==> src/hdo_pkg.sv <==
// Constants shared by the drive-option configuration register and its helpers.
package hdo_pkg;
  localparam logic [7:0] REG_ADDR = 8'h1D;
  localparam logic [7:0] REG_RESET = 8'hA0;
  localparam int NG_HI = 7;
  localparam int NG_LO = 6;
  localparam int ERM_LOOP_BIT = 5;
  localparam int COMP_OFF_BIT = 4;
  localparam int FORMAT_BIT = 3;
  localparam int UPDATE_RATE_BIT = 2;
  localparam int INPUT_TYPE_BIT = 1;
  localparam int LRA_LOOP_BIT = 0;
  localparam logic [7:0] GATE_2PCT = 8'h05;
  localparam logic [7:0] GATE_4PCT = 8'h0A;
  localparam logic [7:0] GATE_8PCT = 8'h14;
  localparam logic [2:0] MODE_EXT_INPUT = 3'h3;
  localparam int COMMUTATION_DIVIDE = 128;
  localparam int SCALE_SHIFT = 7;
  localparam logic [7:0] AMP_MAX = 8'hFF;
  localparam logic [7:0] AMP_ZERO = 8'h00;
  typedef enum logic [1:0] {
    HDO_GATE_OFF,
    HDO_GATE_2PCT,
    HDO_GATE_4PCT,
    HDO_GATE_8PCT
  } hdo_gate_t;
endpackage

==> src/hdo_div_if.sv <==
// Carrier between the option register and the commutation divider.
`timescale 1ns/10ps
interface hdo_div_if;
  logic enable;
  logic edge_pulse;
  logic phase;
  modport ctrl (output enable, output edge_pulse, input phase);
  modport div (input enable, input edge_pulse, output phase);
endinterface

==> src/hdo_divider.sv <==
// Divides trigger-pin edge pulses down to the open-loop commutation phase.
`timescale 1ns/10ps
module hdo_divider #(
  parameter int DIVIDE = hdo_pkg::COMMUTATION_DIVIDE
) (
  input wire logic clk_in,
  input wire logic reset_in,
  hdo_div_if.div link
);
  import hdo_pkg::*;
  localparam int HALF = DIVIDE / 2;
  localparam int CW = $clog2(HALF) + 1;
  localparam logic [CW-1:0] LAST = CW'(HALF - 1);
  localparam logic [CW-1:0] CNT_ZERO = '0;

  if (DIVIDE < 2 || (DIVIDE % 2) != 0) begin : g_bad_divide
    $error("hdo_divider: DIVIDE must be even and at least 2.");
  end

  logic [CW-1:0] count_q;
  logic phase_q;
  wire logic wrap = (count_q == LAST);

  // ---------------------------------------------------------------
  // Half-period counter
  // ---------------------------------------------------------------
  always_ff @(posedge clk_in) begin
    if (reset_in || !link.enable) begin
      count_q <= CNT_ZERO;
      phase_q <= 1'b0;
    end else if (link.edge_pulse) begin
      count_q <= wrap ? CNT_ZERO : count_q + CW'(1);
      phase_q <= wrap ? ~phase_q : phase_q;
    end
  end

  assign link.phase = phase_q;
endmodule

==> src/hdo_option_reg.sv <==
// Drive-option configuration register and the drive controls it steers.
//
// Contract
// - noise gate off, 2%, 4% or 8%
// - bit5 picks rotating-mass closed or open loop
// - bit4 set turns supply compensation off
// - bit3 picks signed or unsigned playback values
// - bit2 clear updates linear actuator amplitude once per cycle
// - bit1 picks PWM or analog trigger input
// - bit0 set drives linear actuator open loop
// - open-loop commutation is PWM frequency over 128
`timescale 1ns/10ps
module hdo_option_reg #(
  parameter int DIVIDE = hdo_pkg::COMMUTATION_DIVIDE
) (
  input wire logic clk_in,
  input wire logic reset_in,
  input wire logic [7:0] reg_addr_in,
  input wire logic reg_wr_in,
  input wire logic reg_rd_in,
  input wire logic [7:0] reg_wdata_in,
  output logic [7:0] reg_rdata_out,
  input wire logic [2:0] mode_in,
  input wire logic actuator_is_lra_in,
  input wire logic trigger_input_pin_in,
  input wire logic [7:0] pwm_duty_in,
  input wire logic [7:0] analog_level_in,
  input wire logic [7:0] real_time_playback_in,
  input wire logic [7:0] supply_scale_in,
  input wire logic resonance_cycle_in,
  input wire logic resonance_half_in,
  output logic [7:0] drive_amplitude_out,
  output logic drive_reverse_out,
  output logic amplitude_update_out,
  output logic rotating_mass_closed_loop_out,
  output logic resonant_auto_track_out,
  output logic input_is_analog_out,
  output logic commutation_out
);
  import hdo_pkg::*;

  // ---------------------------------------------------------------
  // Parameter check
  // ---------------------------------------------------------------
  if (DIVIDE < 2 || (DIVIDE % 2) != 0) begin : g_bad_divide
    $error("hdo_option_reg: DIVIDE must be even and at least 2.");
  end

  // ---------------------------------------------------------------
  // Register port
  // ---------------------------------------------------------------
  // Reads of any other address return zero and leave the register alone.
  logic [7:0] cfg_q;
  logic [7:0] rdata_q;
  wire logic hit = (reg_addr_in == REG_ADDR);
  wire logic cfg_wr = reg_wr_in && hit;
  wire logic [7:0] rdata_d = hit ? cfg_q : AMP_ZERO;

  always_ff @(posedge clk_in) begin
    if (reset_in) begin
      cfg_q <= REG_RESET;
    end else if (cfg_wr) begin
      cfg_q <= reg_wdata_in;
    end
  end

  always_ff @(posedge clk_in) begin
    if (reset_in) begin
      rdata_q <= AMP_ZERO;
    end else if (reg_rd_in) begin
      rdata_q <= rdata_d;
    end
  end

  // ---------------------------------------------------------------
  // Field decode
  // ---------------------------------------------------------------
  hdo_gate_t noise_gate_level;
  assign noise_gate_level = hdo_gate_t'(cfg_q[NG_HI:NG_LO]);
  wire logic rotating_mass_loop_select = cfg_q[ERM_LOOP_BIT];
  wire logic supply_compensation_off = cfg_q[COMP_OFF_BIT];
  wire logic playback_value_format = cfg_q[FORMAT_BIT];
  wire logic resonant_update_rate = cfg_q[UPDATE_RATE_BIT];
  wire logic input_type_select = cfg_q[INPUT_TYPE_BIT];
  wire logic resonant_open_loop_select = cfg_q[LRA_LOOP_BIT];

  wire logic ext_mode = (mode_in == MODE_EXT_INPUT);
  wire logic analog_sel = ext_mode && input_type_select;

  // ---------------------------------------------------------------
  // Noise gate
  // ---------------------------------------------------------------
  // Trigger-pin levels below the threshold are treated as silence.
  logic [7:0] gate_level;
  always_comb begin
    unique case (noise_gate_level)
      HDO_GATE_OFF: gate_level = AMP_ZERO;
      HDO_GATE_2PCT: gate_level = GATE_2PCT;
      HDO_GATE_4PCT: gate_level = GATE_4PCT;
      HDO_GATE_8PCT: gate_level = GATE_8PCT;
    endcase
  end

  wire logic [7:0] ext_raw = analog_sel ? analog_level_in : pwm_duty_in;
  wire logic [7:0] ext_gated = (ext_raw < gate_level) ? AMP_ZERO : ext_raw;

  // ---------------------------------------------------------------
  // Real-time playback value
  // ---------------------------------------------------------------
  // Signed values drive their magnitude at twice scale; negative ones flag reverse drive.
  wire logic rtp_negative = !playback_value_format && real_time_playback_in[7];
  wire logic [7:0] rtp_mag = rtp_negative ? 8'(-real_time_playback_in) : real_time_playback_in;
  wire logic [8:0] rtp_doubled = {rtp_mag, 1'b0};
  wire logic [7:0] rtp_signed_amp = rtp_doubled[8] ? AMP_MAX : rtp_doubled[7:0];
  wire logic [7:0] rtp_amp = playback_value_format ? real_time_playback_in : rtp_signed_amp;

  wire logic [7:0] raw_amp = ext_mode ? ext_gated : rtp_amp;
  wire logic raw_reverse = !ext_mode && rtp_negative;

  // ---------------------------------------------------------------
  // Supply compensation
  // ---------------------------------------------------------------
  // A scale of 128 is nominal; results above full scale saturate.
  wire logic [15:0] comp_product = raw_amp * supply_scale_in;
  wire logic [15:0] comp_shifted = comp_product >> SCALE_SHIFT;
  wire logic [7:0] comp_amp = (comp_shifted[15:8] != 8'h00) ? AMP_MAX : comp_shifted[7:0];
  wire logic [7:0] final_amp = supply_compensation_off ? raw_amp : comp_amp;

  // ---------------------------------------------------------------
  // Amplitude update timing
  // ---------------------------------------------------------------
  // A rotating-mass actuator takes a new amplitude on every clock.
  wire logic lra_update = resonance_cycle_in || (resonant_update_rate && resonance_half_in);
  wire logic update_now = actuator_is_lra_in ? lra_update : 1'b1;

  logic [7:0] amp_q;
  logic reverse_q;
  logic update_q;
  always_ff @(posedge clk_in) begin
    if (reset_in) begin
      amp_q <= AMP_ZERO;
      reverse_q <= 1'b0;
      update_q <= 1'b0;
    end else begin
      update_q <= update_now;
      if (update_now) begin
        amp_q <= final_amp;
        reverse_q <= raw_reverse;
      end
    end
  end

  // ---------------------------------------------------------------
  // Commutation
  // ---------------------------------------------------------------
  logic pin_prev_q;
  always_ff @(posedge clk_in) begin
    if (reset_in) begin
      pin_prev_q <= 1'b0;
    end else begin
      pin_prev_q <= trigger_input_pin_in;
    end
  end

  hdo_div_if div_link ();
  wire logic open_loop_pwm = actuator_is_lra_in && resonant_open_loop_select && ext_mode && !analog_sel;
  assign div_link.enable = open_loop_pwm;
  assign div_link.edge_pulse = trigger_input_pin_in && !pin_prev_q;

  hdo_divider #(.DIVIDE(DIVIDE)) u_div (
    .clk_in(clk_in),
    .reset_in(reset_in),
    .link(div_link)
  );

  // Open loop with analog input is not supported, so the phase then follows resonance tracking.
  logic track_phase_q;
  logic comm_q;
  wire logic comm_d = open_loop_pwm ? div_link.phase : track_phase_q;
  always_ff @(posedge clk_in) begin
    if (reset_in) begin
      track_phase_q <= 1'b0;
      comm_q <= 1'b0;
    end else begin
      if (resonance_cycle_in) begin
        track_phase_q <= ~track_phase_q;
      end
      comm_q <= comm_d;
    end
  end

  // ---------------------------------------------------------------
  // Mode outputs
  // ---------------------------------------------------------------
  logic erm_closed_q;
  logic lra_auto_q;
  logic analog_q;
  wire logic erm_closed_d = !actuator_is_lra_in && !rotating_mass_loop_select;
  wire logic lra_auto_d = actuator_is_lra_in && !resonant_open_loop_select;
  always_ff @(posedge clk_in) begin
    if (reset_in) begin
      erm_closed_q <= 1'b0;
      lra_auto_q <= 1'b1;
      analog_q <= 1'b0;
    end else begin
      erm_closed_q <= erm_closed_d;
      lra_auto_q <= lra_auto_d;
      analog_q <= analog_sel;
    end
  end

  // ---------------------------------------------------------------
  // Outputs
  // ---------------------------------------------------------------
  assign reg_rdata_out = rdata_q;
  assign drive_amplitude_out = amp_q;
  assign drive_reverse_out = reverse_q;
  assign amplitude_update_out = update_q;
  assign rotating_mass_closed_loop_out = erm_closed_q;
  assign resonant_auto_track_out = lra_auto_q;
  assign input_is_analog_out = analog_q;
  assign commutation_out = comm_q;
endmodule

==> config.mk <==
export PLATFORM = sky130hd
export DESIGN_NAME = hdo_option_reg
export DESIGN_NICKNAME = d
export VERILOG_FILES = /design/src/hdo_pkg.sv /design/src/hdo_div_if.sv /design/src/hdo_divider.sv /design/src/hdo_option_reg.sv
export SDC_FILE = /design/constraint.sdc
export NUM_CORES = 1
export LEC_CHECK = 0
export BUFFER_PORTS_ARGS = -buffer_cell sky130_fd_sc_hd__buf_4
export CAP_MARGIN = 0
export CORE_MARGIN = 5
export CORE_UTILIZATION = 25
export DETAILED_ROUTE_END_ITERATION = 10
export GPL_ROUTABILITY_DRIVEN = 0
export PLACE_DENSITY_LB_ADDON = 0.25
export SETUP_SLACK_MARGIN = 0.1
export SYNTH_ARGS = -nofsm -noshare
export SYNTH_HDL_FRONTEND = slang
export SYNTH_SLANG_ARGS = --single-unit
==> constraint.sdc <==
create_clock -name clk_in -period 18.15 [get_ports clk_in]
set_clock_uncertainty 0.05 [all_clocks]
set_input_delay 3.63 -clock clk_in [delete_from_list [all_inputs] [get_ports clk_in]]
set_output_delay 3.63 -clock clk_in [all_outputs]
set_load 0.02 [all_outputs]
Word-level counts from Yosys, hierarchy flattened
Index checks and enable logic that the tools add are counted.
{ "totals": {"regBits": 40, "input_bits": 59, "output_inout_bits": 22, "word_cells": 61} }
{ "op_classes": {"n_addsub": 2, "multipliers": 1, "n_lt_le_gt_ge": 1, "n_eq_ne": 6, "n_mux": 13, "n_bitwise": 2, "n_reduce_logical": 23} }
{ "ops": {"columns": ["cell", "n"], "rows": [
  ["$mux 8", 9],
  ["$pmux 8 s4", 1],
  ["$mul 8x8->16", 1],
  ["$logic_and 1x1->1", 11],
  ["$eq 8x5->1 const B", 1],
  ["$logic_not 1->1", 8],
  ["$lt 8x8->1", 1],
  ["$neg 8->8", 1],
  ["$add 7x1->7 const B", 1],
  ["$eq 7x6->1 const B", 1],
  ["$mux 7", 1],
  ["$eq 2x2->1 const B", 2],
  ["$eq 3x2->1 const B", 1],
  ["$eq 2x1->1 const B", 1],
  ["$logic_not 2->1", 1],
  ["$logic_or 1x1->1", 2],
  ["$mux 1", 2],
  ["$not 1->1", 2],
  ["$reduce_and 2->1", 1]
]} }

Logic depth before layout (Yosys ltp)
Gate-level depths: netlist (run 1).
{ "depth": {"depth_word": 9, "mapped_depth": 28, "ltp_nobuf": 27} }

Modules after synthesis
A second synthesis (run 1) with hierarchy kept.
{ "unflattened": {"cells_unflattened": 483, "area_unflattened_um2": 4180.3} }
{ "by_module_without_submodules": {"columns": ["mod", "n_inst", "cells_per_inst", "area_each_um2", "seq_area_each_um2"], "rows": [
  ["hdo_option_reg", 1, 440, 3796.1, 640.6],
  ["hdo_divider", 1, 43, 384.1, 160.2]
]} }

Worst setup path after synthesis (run 1)
No wires, ideal clock.
{ "synth_timing": {"path_type": "input to register", "start": "in mode_in[2]", "end": "reg amp_q[6] (netlist: drive_amplitude_out[6])", "setup_ns": 0.122, "arrival_ns": 9.552, "required_ns": 17.978, "slack_ns": 8.427, "cell_stages": 24, "path_buffers": 0, "path_cell_list": "nand4b_4 mux2_2 ha_1 a211oi_1 nor2b_1 a311oi_1 a211o_1 inv_2 nor2_1 a21oi_1 nor2b_1 fa_1 fa_1 fa_1 inv_1 fa_1 inv_1 ha_1 a21o_1 a21oi_1 o221ai_4 a21oi_2 nor2_2 a221o_1"} }
{ "synth_via": {"elab_chain_cells": 9} }
{ "synth_lines": {"columns": ["item", "line", "rtl"], "rows": [
  ["start, declared", "hdo_option_reg.sv:23", "input wire logic [2:0] mode_in,"],
  ["$eq 3x2->1 (*)", "hdo_option_reg.sv:87", "wire logic ext_mode = (mode_in == MODE_EXT_INPUT);"],
  ["$logic_and 1x1->1", "hdo_option_reg.sv:88", "wire logic analog_sel = ext_mode && input_type_select;"],
  ["$mux 8", "hdo_option_reg.sv:104", "wire logic [7:0] ext_raw = analog_sel ? analog_level_in : pwm_duty_in;"],
  ["$lt 8x8->1", "hdo_option_reg.sv:105", "wire logic [7:0] ext_gated = (ext_raw < gate_level) ? AMP_ZERO : ext_raw;"],
  ["$mux 8", "hdo_option_reg.sv:105", null],
  ["$mux 8 (*)", "hdo_option_reg.sv:117", "wire logic [7:0] raw_amp = ext_mode ? ext_gated : rtp_amp;"],
  ["$mul 8x8->16", "hdo_option_reg.sv:124", "wire logic [15:0] comp_product = raw_amp * supply_scale_in;"],
  ["$mux 8", "hdo_option_reg.sv:126", "wire logic [7:0] comp_amp = (comp_shifted[15:8] != 8'h00) ? AMP_MAX : comp_shifted[7:0];"],
  ["$mux 8 (*)", "hdo_option_reg.sv:127", "wire logic [7:0] final_amp = supply_compensation_off ? raw_amp : comp_amp;"],
  ["end signal, assigned", "hdo_option_reg.sv:147", "amp_q <= final_amp;"],
  ["end, declared", "hdo_option_reg.sv:136", "logic [7:0] amp_q;"]
]} }
Mark *: on every way between the ends. The rest lies on a longest branch, timed or not.
A chain may end at the register's enable or synchronous reset.

Worst setup path in the final report (run 1)
Same ends and word-level chain as after synthesis.

==> metrics.md, run 1 <==
| Metric | Value |
|---|---|
| Top_reg_cell synth | dfxtp_1 |
| Remaining DRCs | 0 |
| Synth area leaders | dfxtp_1, fa_1, ha_1 |
| Die W | roughly 140 µm |
| Final Hold Viols | 0 |
| Synthesized area | 0.00424 mm² |
| Cells after Synth | 482 |
| Met3 routed WL | ~750 µm |
| # Post-CTS Setup Buffers | 0 |
| Rel. slew slack | 0.362 |
| Row cnt | 47 |
| Status | finished, final reports clean |
| Least-Margin Pin Slew | 0.957 ns |
| CP peak stage delay | 0.78 ns |
| Post-synth top area share | 0.189 |
| Final hold slack | between 0.4 and 0.5 ns |
| # Max-Cap Violations | 0 |
| Count of final setup violators | 0 |
| Post-Place Cells | 774 |
| Top Layer Used | met4 |
| # IOs | 81 |
| Number of buffers created by CTS | 5 |
| Proportion of layout cells with a drive suffix above 1 | 0.203 |
| DR vias/cell | 4.61 |
| Final TNS setup | 0 ns |
| Nets | 694 |
| Critical path class | input port to flip-flop |
| H-tree levels | 2 |
| Fin cells | 782 |
| Post-CTS resize count | 0 |
| Post-route cell area | 0.00524 mm² |
| CTS tree | done |
| Tot Pwr | about 0.51 mW |
| P_leak | 2.37 nW |
| Global route total overflow | 0 |
| Max rail drop VDD | 0.0470 mV |
| Slowest cell on crit path | a21oi_1 |
| Req. time, crit path | 18.27 ns |
| Initial drt markers | 148 |
| Worst-path clk slew | roughly 0.06 ns |
| Hold-fix buffers, CTS | 0 |
| Total GRT Usage | 0.117 |
| Top-count cell post-synth | inv_1 |
| PwrDens | 97.5 mW/mm² |
| Area growth syn-to-layout | 23.5% |
| RSZ-0062 raised after global routing | false |
| Initial core utilization | 0.255 |
| Ys Warns | 0 |
| Vias in the first global route | between 3000 and 4000 |
| Critical Path Most Common Cell | fa_1 |
| Avg Inst Size Synth | about 9 µm² |
| Max Fclk | 0.0965 GHz |
| Final Util | 0.315 |
| Crit path max fanout | 9 |
| Critical Path Start Type | input port |
| Fillers | 1777 |
| Die area | approximately 0.020 mm² |
| Synth cell types | 62 |
| Routed wire per std cell | 14.5 µm |
| EDFF count, synth | 0 |
| Max clock buf depth | 2 |
| First-pass detailed-route iteration total | 4 |
| Slew Limit Fails | 0 |
| Setup WS post-layout | 7.79 ns |
| Core area | 0.0166 mm² |
| DP HPWL | 9210 µm |
| Min Tclk post-route | 10.36 ns |
| Clk sinks | 40 |
| First-pass GRT wire length | 19300 µm |
| CP Capture Type | flip-flop |
| Yosys reg bits | 40 |
| Clk root buf | clkbuf_16 |
| Largest net degree at the start of global routing | 30 |
| Die Y-Extent | between 100 and 150 µm |
| Hold crit path type | flip-flop to flip-flop |
| Wire length on met2 | 5250 µm |
| Clock latency on the worst-skew pair | approximately 0.28 ns |
| N_diodes | 0 |
| Total number of vias | 3604 |
| Mapped Nets | roughly 620 |
| Async S/R FF share, synth | 0 |
| Pre-CTS setup slack | 7.50 ns |
| Initial antenna violation count | 0 |
| Detail Route Antenna Nets | 0 |
| Total Wirelength | 11300 µm |
| Metal-1 WL | 5100 µm |
| Port Buf Inserts | 80 |
| Period utilization | 0.571 |
| Seq/Total Area, Yosys | 0.189 |
| Synth top cells by count | inv_1, nor2b_1, dfxtp_1 |
| Area after DPL | 0.00509 mm² |
| WP data arrival | 10.48 ns |
| Post-synth top area cell | dfxtp_1 |
==> layout make-up <==
| cell class | instances | area (µm²) | share of cell area |
|---|---|---|---|
| Tap cell | 220 | 275 | 0.0525 |
| Clock inverter | 2 | 13.8 | 0.00263 |
| Timing Repair Buffer | 84 | 631 | 0.120 |
| Multi-Input combinational cell | 384 | 3210 | 0.612 |
| Sequential cell | 40 | 801 | 0.153 |
| Clock buffer | 6 | 139 | 0.0265 |
| Inverter | 46 | 173 | 0.0330 |
==> critical path: cells and delay by family <==
kind | cells | cell delay (ns)
and+or+nand+nor | 4 | 0.61
buffers and inverters | 4 | 0.31
adders and majority gates | 6 | 2.77
AOI/OAI and AO/OA | 9 | 2.69
muxes | 2 | 0.46
==> power by group <==
part	switching (mW)	internal, mW	leakage, nW
logic	0.179	0.142	1.97
clock network	0.0342	0.0549	0.0772
registers	0.00481	0.0964	0.326
total	0.218	0.293	2.37
==> metal layers <==
metal  track usage  up-vias
met1         0.151     1693
met4        0.0311        0
li1              -     1805
met5             0        -
met2         0.192       90
met3        0.0317       16
==> sequential cells by signal, indices dropped and copies added (netlist names), 7 cells and up <==
register             cells
cfg_q                    8
drive_amplitude_out      8
reg_rdata_out            8
u_div.count_q            7
==> worst paths after layout <==
path / from / to / slack, ns / cells past startpoint
setup / recovery: mode_in[2] / drive_amplitude_out[6] / 7.79 / 25
hold / removal: cfg_q[5] / rotating_mass_closed_loop_out / 0.41 / 1
setup reg to reg: cfg_q[1] / drive_amplitude_out[6] / 10.61 / 24
hold reg to reg: cfg_q[5] / rotating_mass_closed_loop_out / 0.41 / 1
==> kinds of logic (layout without fill, tap and decap cells) <==
| group | count (synthesis) | in the layout | synth area share |
|---|---|---|---|
| simple gates | 188 | 188 | 0.247 |
| compound gates | 91 | 91 | 0.157 |
| fa+ha+maj | 74 | 74 | 0.280 |
| buf+inv | 58 | 138 | 0.0569 |
| flops | 40 | 40 | 0.189 |
| xor+xnor | 18 | 18 | 0.0372 |
| mux | 13 | 13 | 0.0327 |
==> placed cells by master, fill, tap and decap left out, drive strengths merged, types with 27 or more instances in the layout <==
cell type  count
dfxtp         40
nand2b        27
nand2         31
nor2b         44
a21oi         31
ha            39
nor2          27
inv           47
buf           84
fa            35
Note: power is estimated with default switching activity, not from simulation.
==> run 2: changes to the inputs <==
clock period = 10.87 ns   (was 18.15 ns; I/O delays follow)
==> run 2 against run 1 <==
  * Global-route usage hardly changed
  * Sequential power is 67% higher
  * Final area is 0.72% higher
  * Cell count is 0.13% higher
  * Utilization is 0.23 points higher
==> metrics.md, run 2 (same netlist as run 1, synthesis figures left out) <==
| Metric | Value |
|---|---|
| Status | finished, final reports clean |
| Hold Crit Depth | 1 (unchanged) |
| Routed wire per std cell | 14.5 µm (+0.12%) |
| Die area | 0.0197 mm² (unchanged) |
| Fillers | 1765 (-0.68%) |
| CTS tree | done |
| Nets | 695 (+0.14%) |
| Slew Limit Fails | 0 (unchanged) |
| Clk sinks | 40 (unchanged) |
| Remaining DRCs | 0 (unchanged) |
| Final Hold Viols | 0 (unchanged) |
| Worst R2R Start | cfg_q[1] |
| Proportion of layout cells with a drive suffix above 1 | 0.204 (+0.00142) |
| Initial core utilization | 0.255 (unchanged) |
| Total GRT Usage | 0.116 (-0.000302) |
| Crit path max fanout | 9 (unchanged) |
| Area growth syn-to-layout | 24.4% |
| Final TNS setup | 0 ns (unchanged) |
| First-pass GRT wire length | 19300 µm (about the same) |
| Clk root buf | clkbuf_16 |
| # Max-Cap Violations | 0 (unchanged) |
| DR vias/cell | 4.63 (+0.54%) |
| Core area | 0.0166 mm² (unchanged) |
| Initial antenna violation count | 0 (unchanged) |
| DP HPWL | 9320 µm (+1.2%) |
| Period utilization | 0.821 |
| CP Capture Type | flip-flop |
| Die Y-Extent | 140 µm (unchanged) |
| Hold-fix buffers, CTS | 0 (unchanged) |
| # IOs | 81 (unchanged) |
| Detail Route Antenna Nets | 0 (unchanged) |
| Commonest non-fill, non-tap cells in the layout | buf_4, inv_1, nor2b_1, dfxtp_1, ha_1 |
| Max Fclk | 0.112 GHz |
| Rel. slew slack | 0.374 (+0.0123) |
| Met1 Track Usage GR | 0.150 (-0.00111) |
| Hold crit path type | flip-flop to flip-flop |
| Max rail drop VDD | 0.0985 mV (+110%) |
| Global route total overflow | 0 (unchanged) |
| Largest net degree at the start of global routing | 30 (unchanged) |
| WP data arrival | 9.03 ns (-1.45 ns) |
| Final hold slack | 0.404 ns (-0.00524 ns) |
| Critical path class | input port to flip-flop |
| Worst r2r dst | drive_amplitude_out[6] |
| Grt peak-use layer | met2 |
| GR Layer Usage met3 | 0.0293 (-0.00239) |
| Vias in the first global route | 3904 (-1.6%) |
| Die W | 140 µm (unchanged) |
| Register-to-register path setup slack | 3.29 ns (-7.32 ns) |
| H-tree levels | 2 (unchanged) |
| Port Buf Inserts | 80 (unchanged) |
| Max clock buf depth | 2 (unchanged) |
| Req. time, crit path | 10.98 ns (-7.29 ns) |
| Initial drt markers | 149 (+0.68%) |
| Tot Pwr | 0.882 mW (+73%) |
| Fin cells | 783 (+0.13%) |
| HP Start | cfg_q[5] |
| Min Tclk post-route | 8.92 ns |
| R2R cell count | 24 (unchanged) |
| Met2 Usage GRT | 0.197 (+0.00504) |
| Post-CTS resize count | 0 (unchanged) |
| Post-Place Cells | 775 (+0.13%) |
| Row cnt | 47 (unchanged) |
| Total number of vias | 3628 (+0.67%) |
| Count of final setup violators | 0 (unchanged) |
| PwrDens | 167 mW/mm² (+71%) |
| Number of buffers created by CTS | 5 (unchanged) |
| Worst-path clk slew | 0.06 ns (about the same) |
| Least-Margin Pin Slew | 0.939 ns (-0.0185 ns) |
| WHS Endpoint | rotating_mass_closed_loop_out |
| # Post-CTS Setup Buffers | 0 (unchanged) |
| RSZ-0062 raised after global routing | false |
| N_diodes | 0 (unchanged) |
| Most common cell after layout, fill and taps aside | buf_4 |
| P_leak | 2.39 nW (+0.74%) |
| Critical Path Start Type | input port |
| Clock latency on the worst-skew pair | 0.28 ns (about the same) |
| First-pass detailed-route iteration total | 4 (unchanged) |
| Total Wirelength | 11400 µm (+0.25%) |
## run 2: cell types whose count changed in the layout (fill, tap and decap cells not counted)
cell	previous run	this run
bufinv_16	0	1
inv_6	1	0
clkinv_2	1	0
clkbuf_8	1	2
buf_4	84	85
## run 2: layer usage
metal | share of wire | up-vias
met5 | 0 | -
met4 | 0.014 | 0
met3 | 0.065 | 12
met2 | 0.47 | 79
met1 | 0.45 | 1723
li1 | - | 1814
## run 2: metrics by stage
step	instance area [µm²]	setup slack, ns	util
floorplan	4240	2.60	-
global placement	5090	1.89	0.306
detailed placement	5090	1.72	0.306
CTS	5280	1.99	0.317
global route	5280	1.50	0.317
finish	5280	1.95	0.317
## run 2: worst max path at each step
stage                           from                     end
final                     mode_in[2]  drive_amplitude_out[6]
after global routing      mode_in[2]  drive_amplitude_out[6]
after CTS                 mode_in[2]  drive_amplitude_out[6]
after detailed placement  mode_in[2]  drive_amplitude_out[6]
after global placement    mode_in[2]  drive_amplitude_out[6]
after floorplan           mode_in[2]  drive_amplitude_out[6]
## run 2: where the power goes
part / total, mW / switching [mW] / internal (mW)
sequential: 0.169 / 0.00837 / 0.161
combinational: 0.538 / 0.300 / 0.238
clock: 0.175 / 0.0538 / 0.121
## run 2: critical path, cell delays in order
cell and delay (ns):
buf_4 0.11, nand4b_4 0.24, mux2_2 0.35, ha_1 0.31, a211oi_1 0.25, nor2b_1 0.17, a311oi_1 0.05, a211o_1 0.36
inv_2 0.09, nor2_1 0.07, a21oi_1 0.77, nor2b_1 0.13, fa_1 0.51, fa_1 0.52, fa_1 0.56, inv_1 0.06
fa_1 0.54, inv_1 0.05, ha_1 0.36, a21o_1 0.19, a21oi_1 0.27, o221ai_4 0.18, a21oi_2 0.28, nor2_2 0.10
a221o_1 0.33
## run 2: area by class of cell
| type | count | area, µm² | area share |
|---|---|---|---|
| clock buffer | 7 | 153 | 0.0289 |
| clock inverter | 1 | 30.0 | 0.00569 |
| inverter | 46 | 173 | 0.0327 |
| multi-input combinational | 384 | 3210 | 0.608 |
| sequential | 40 | 801 | 0.152 |
| tap | 220 | 275 | 0.0522 |
| timing repair buffer | 85 | 638 | 0.121 |
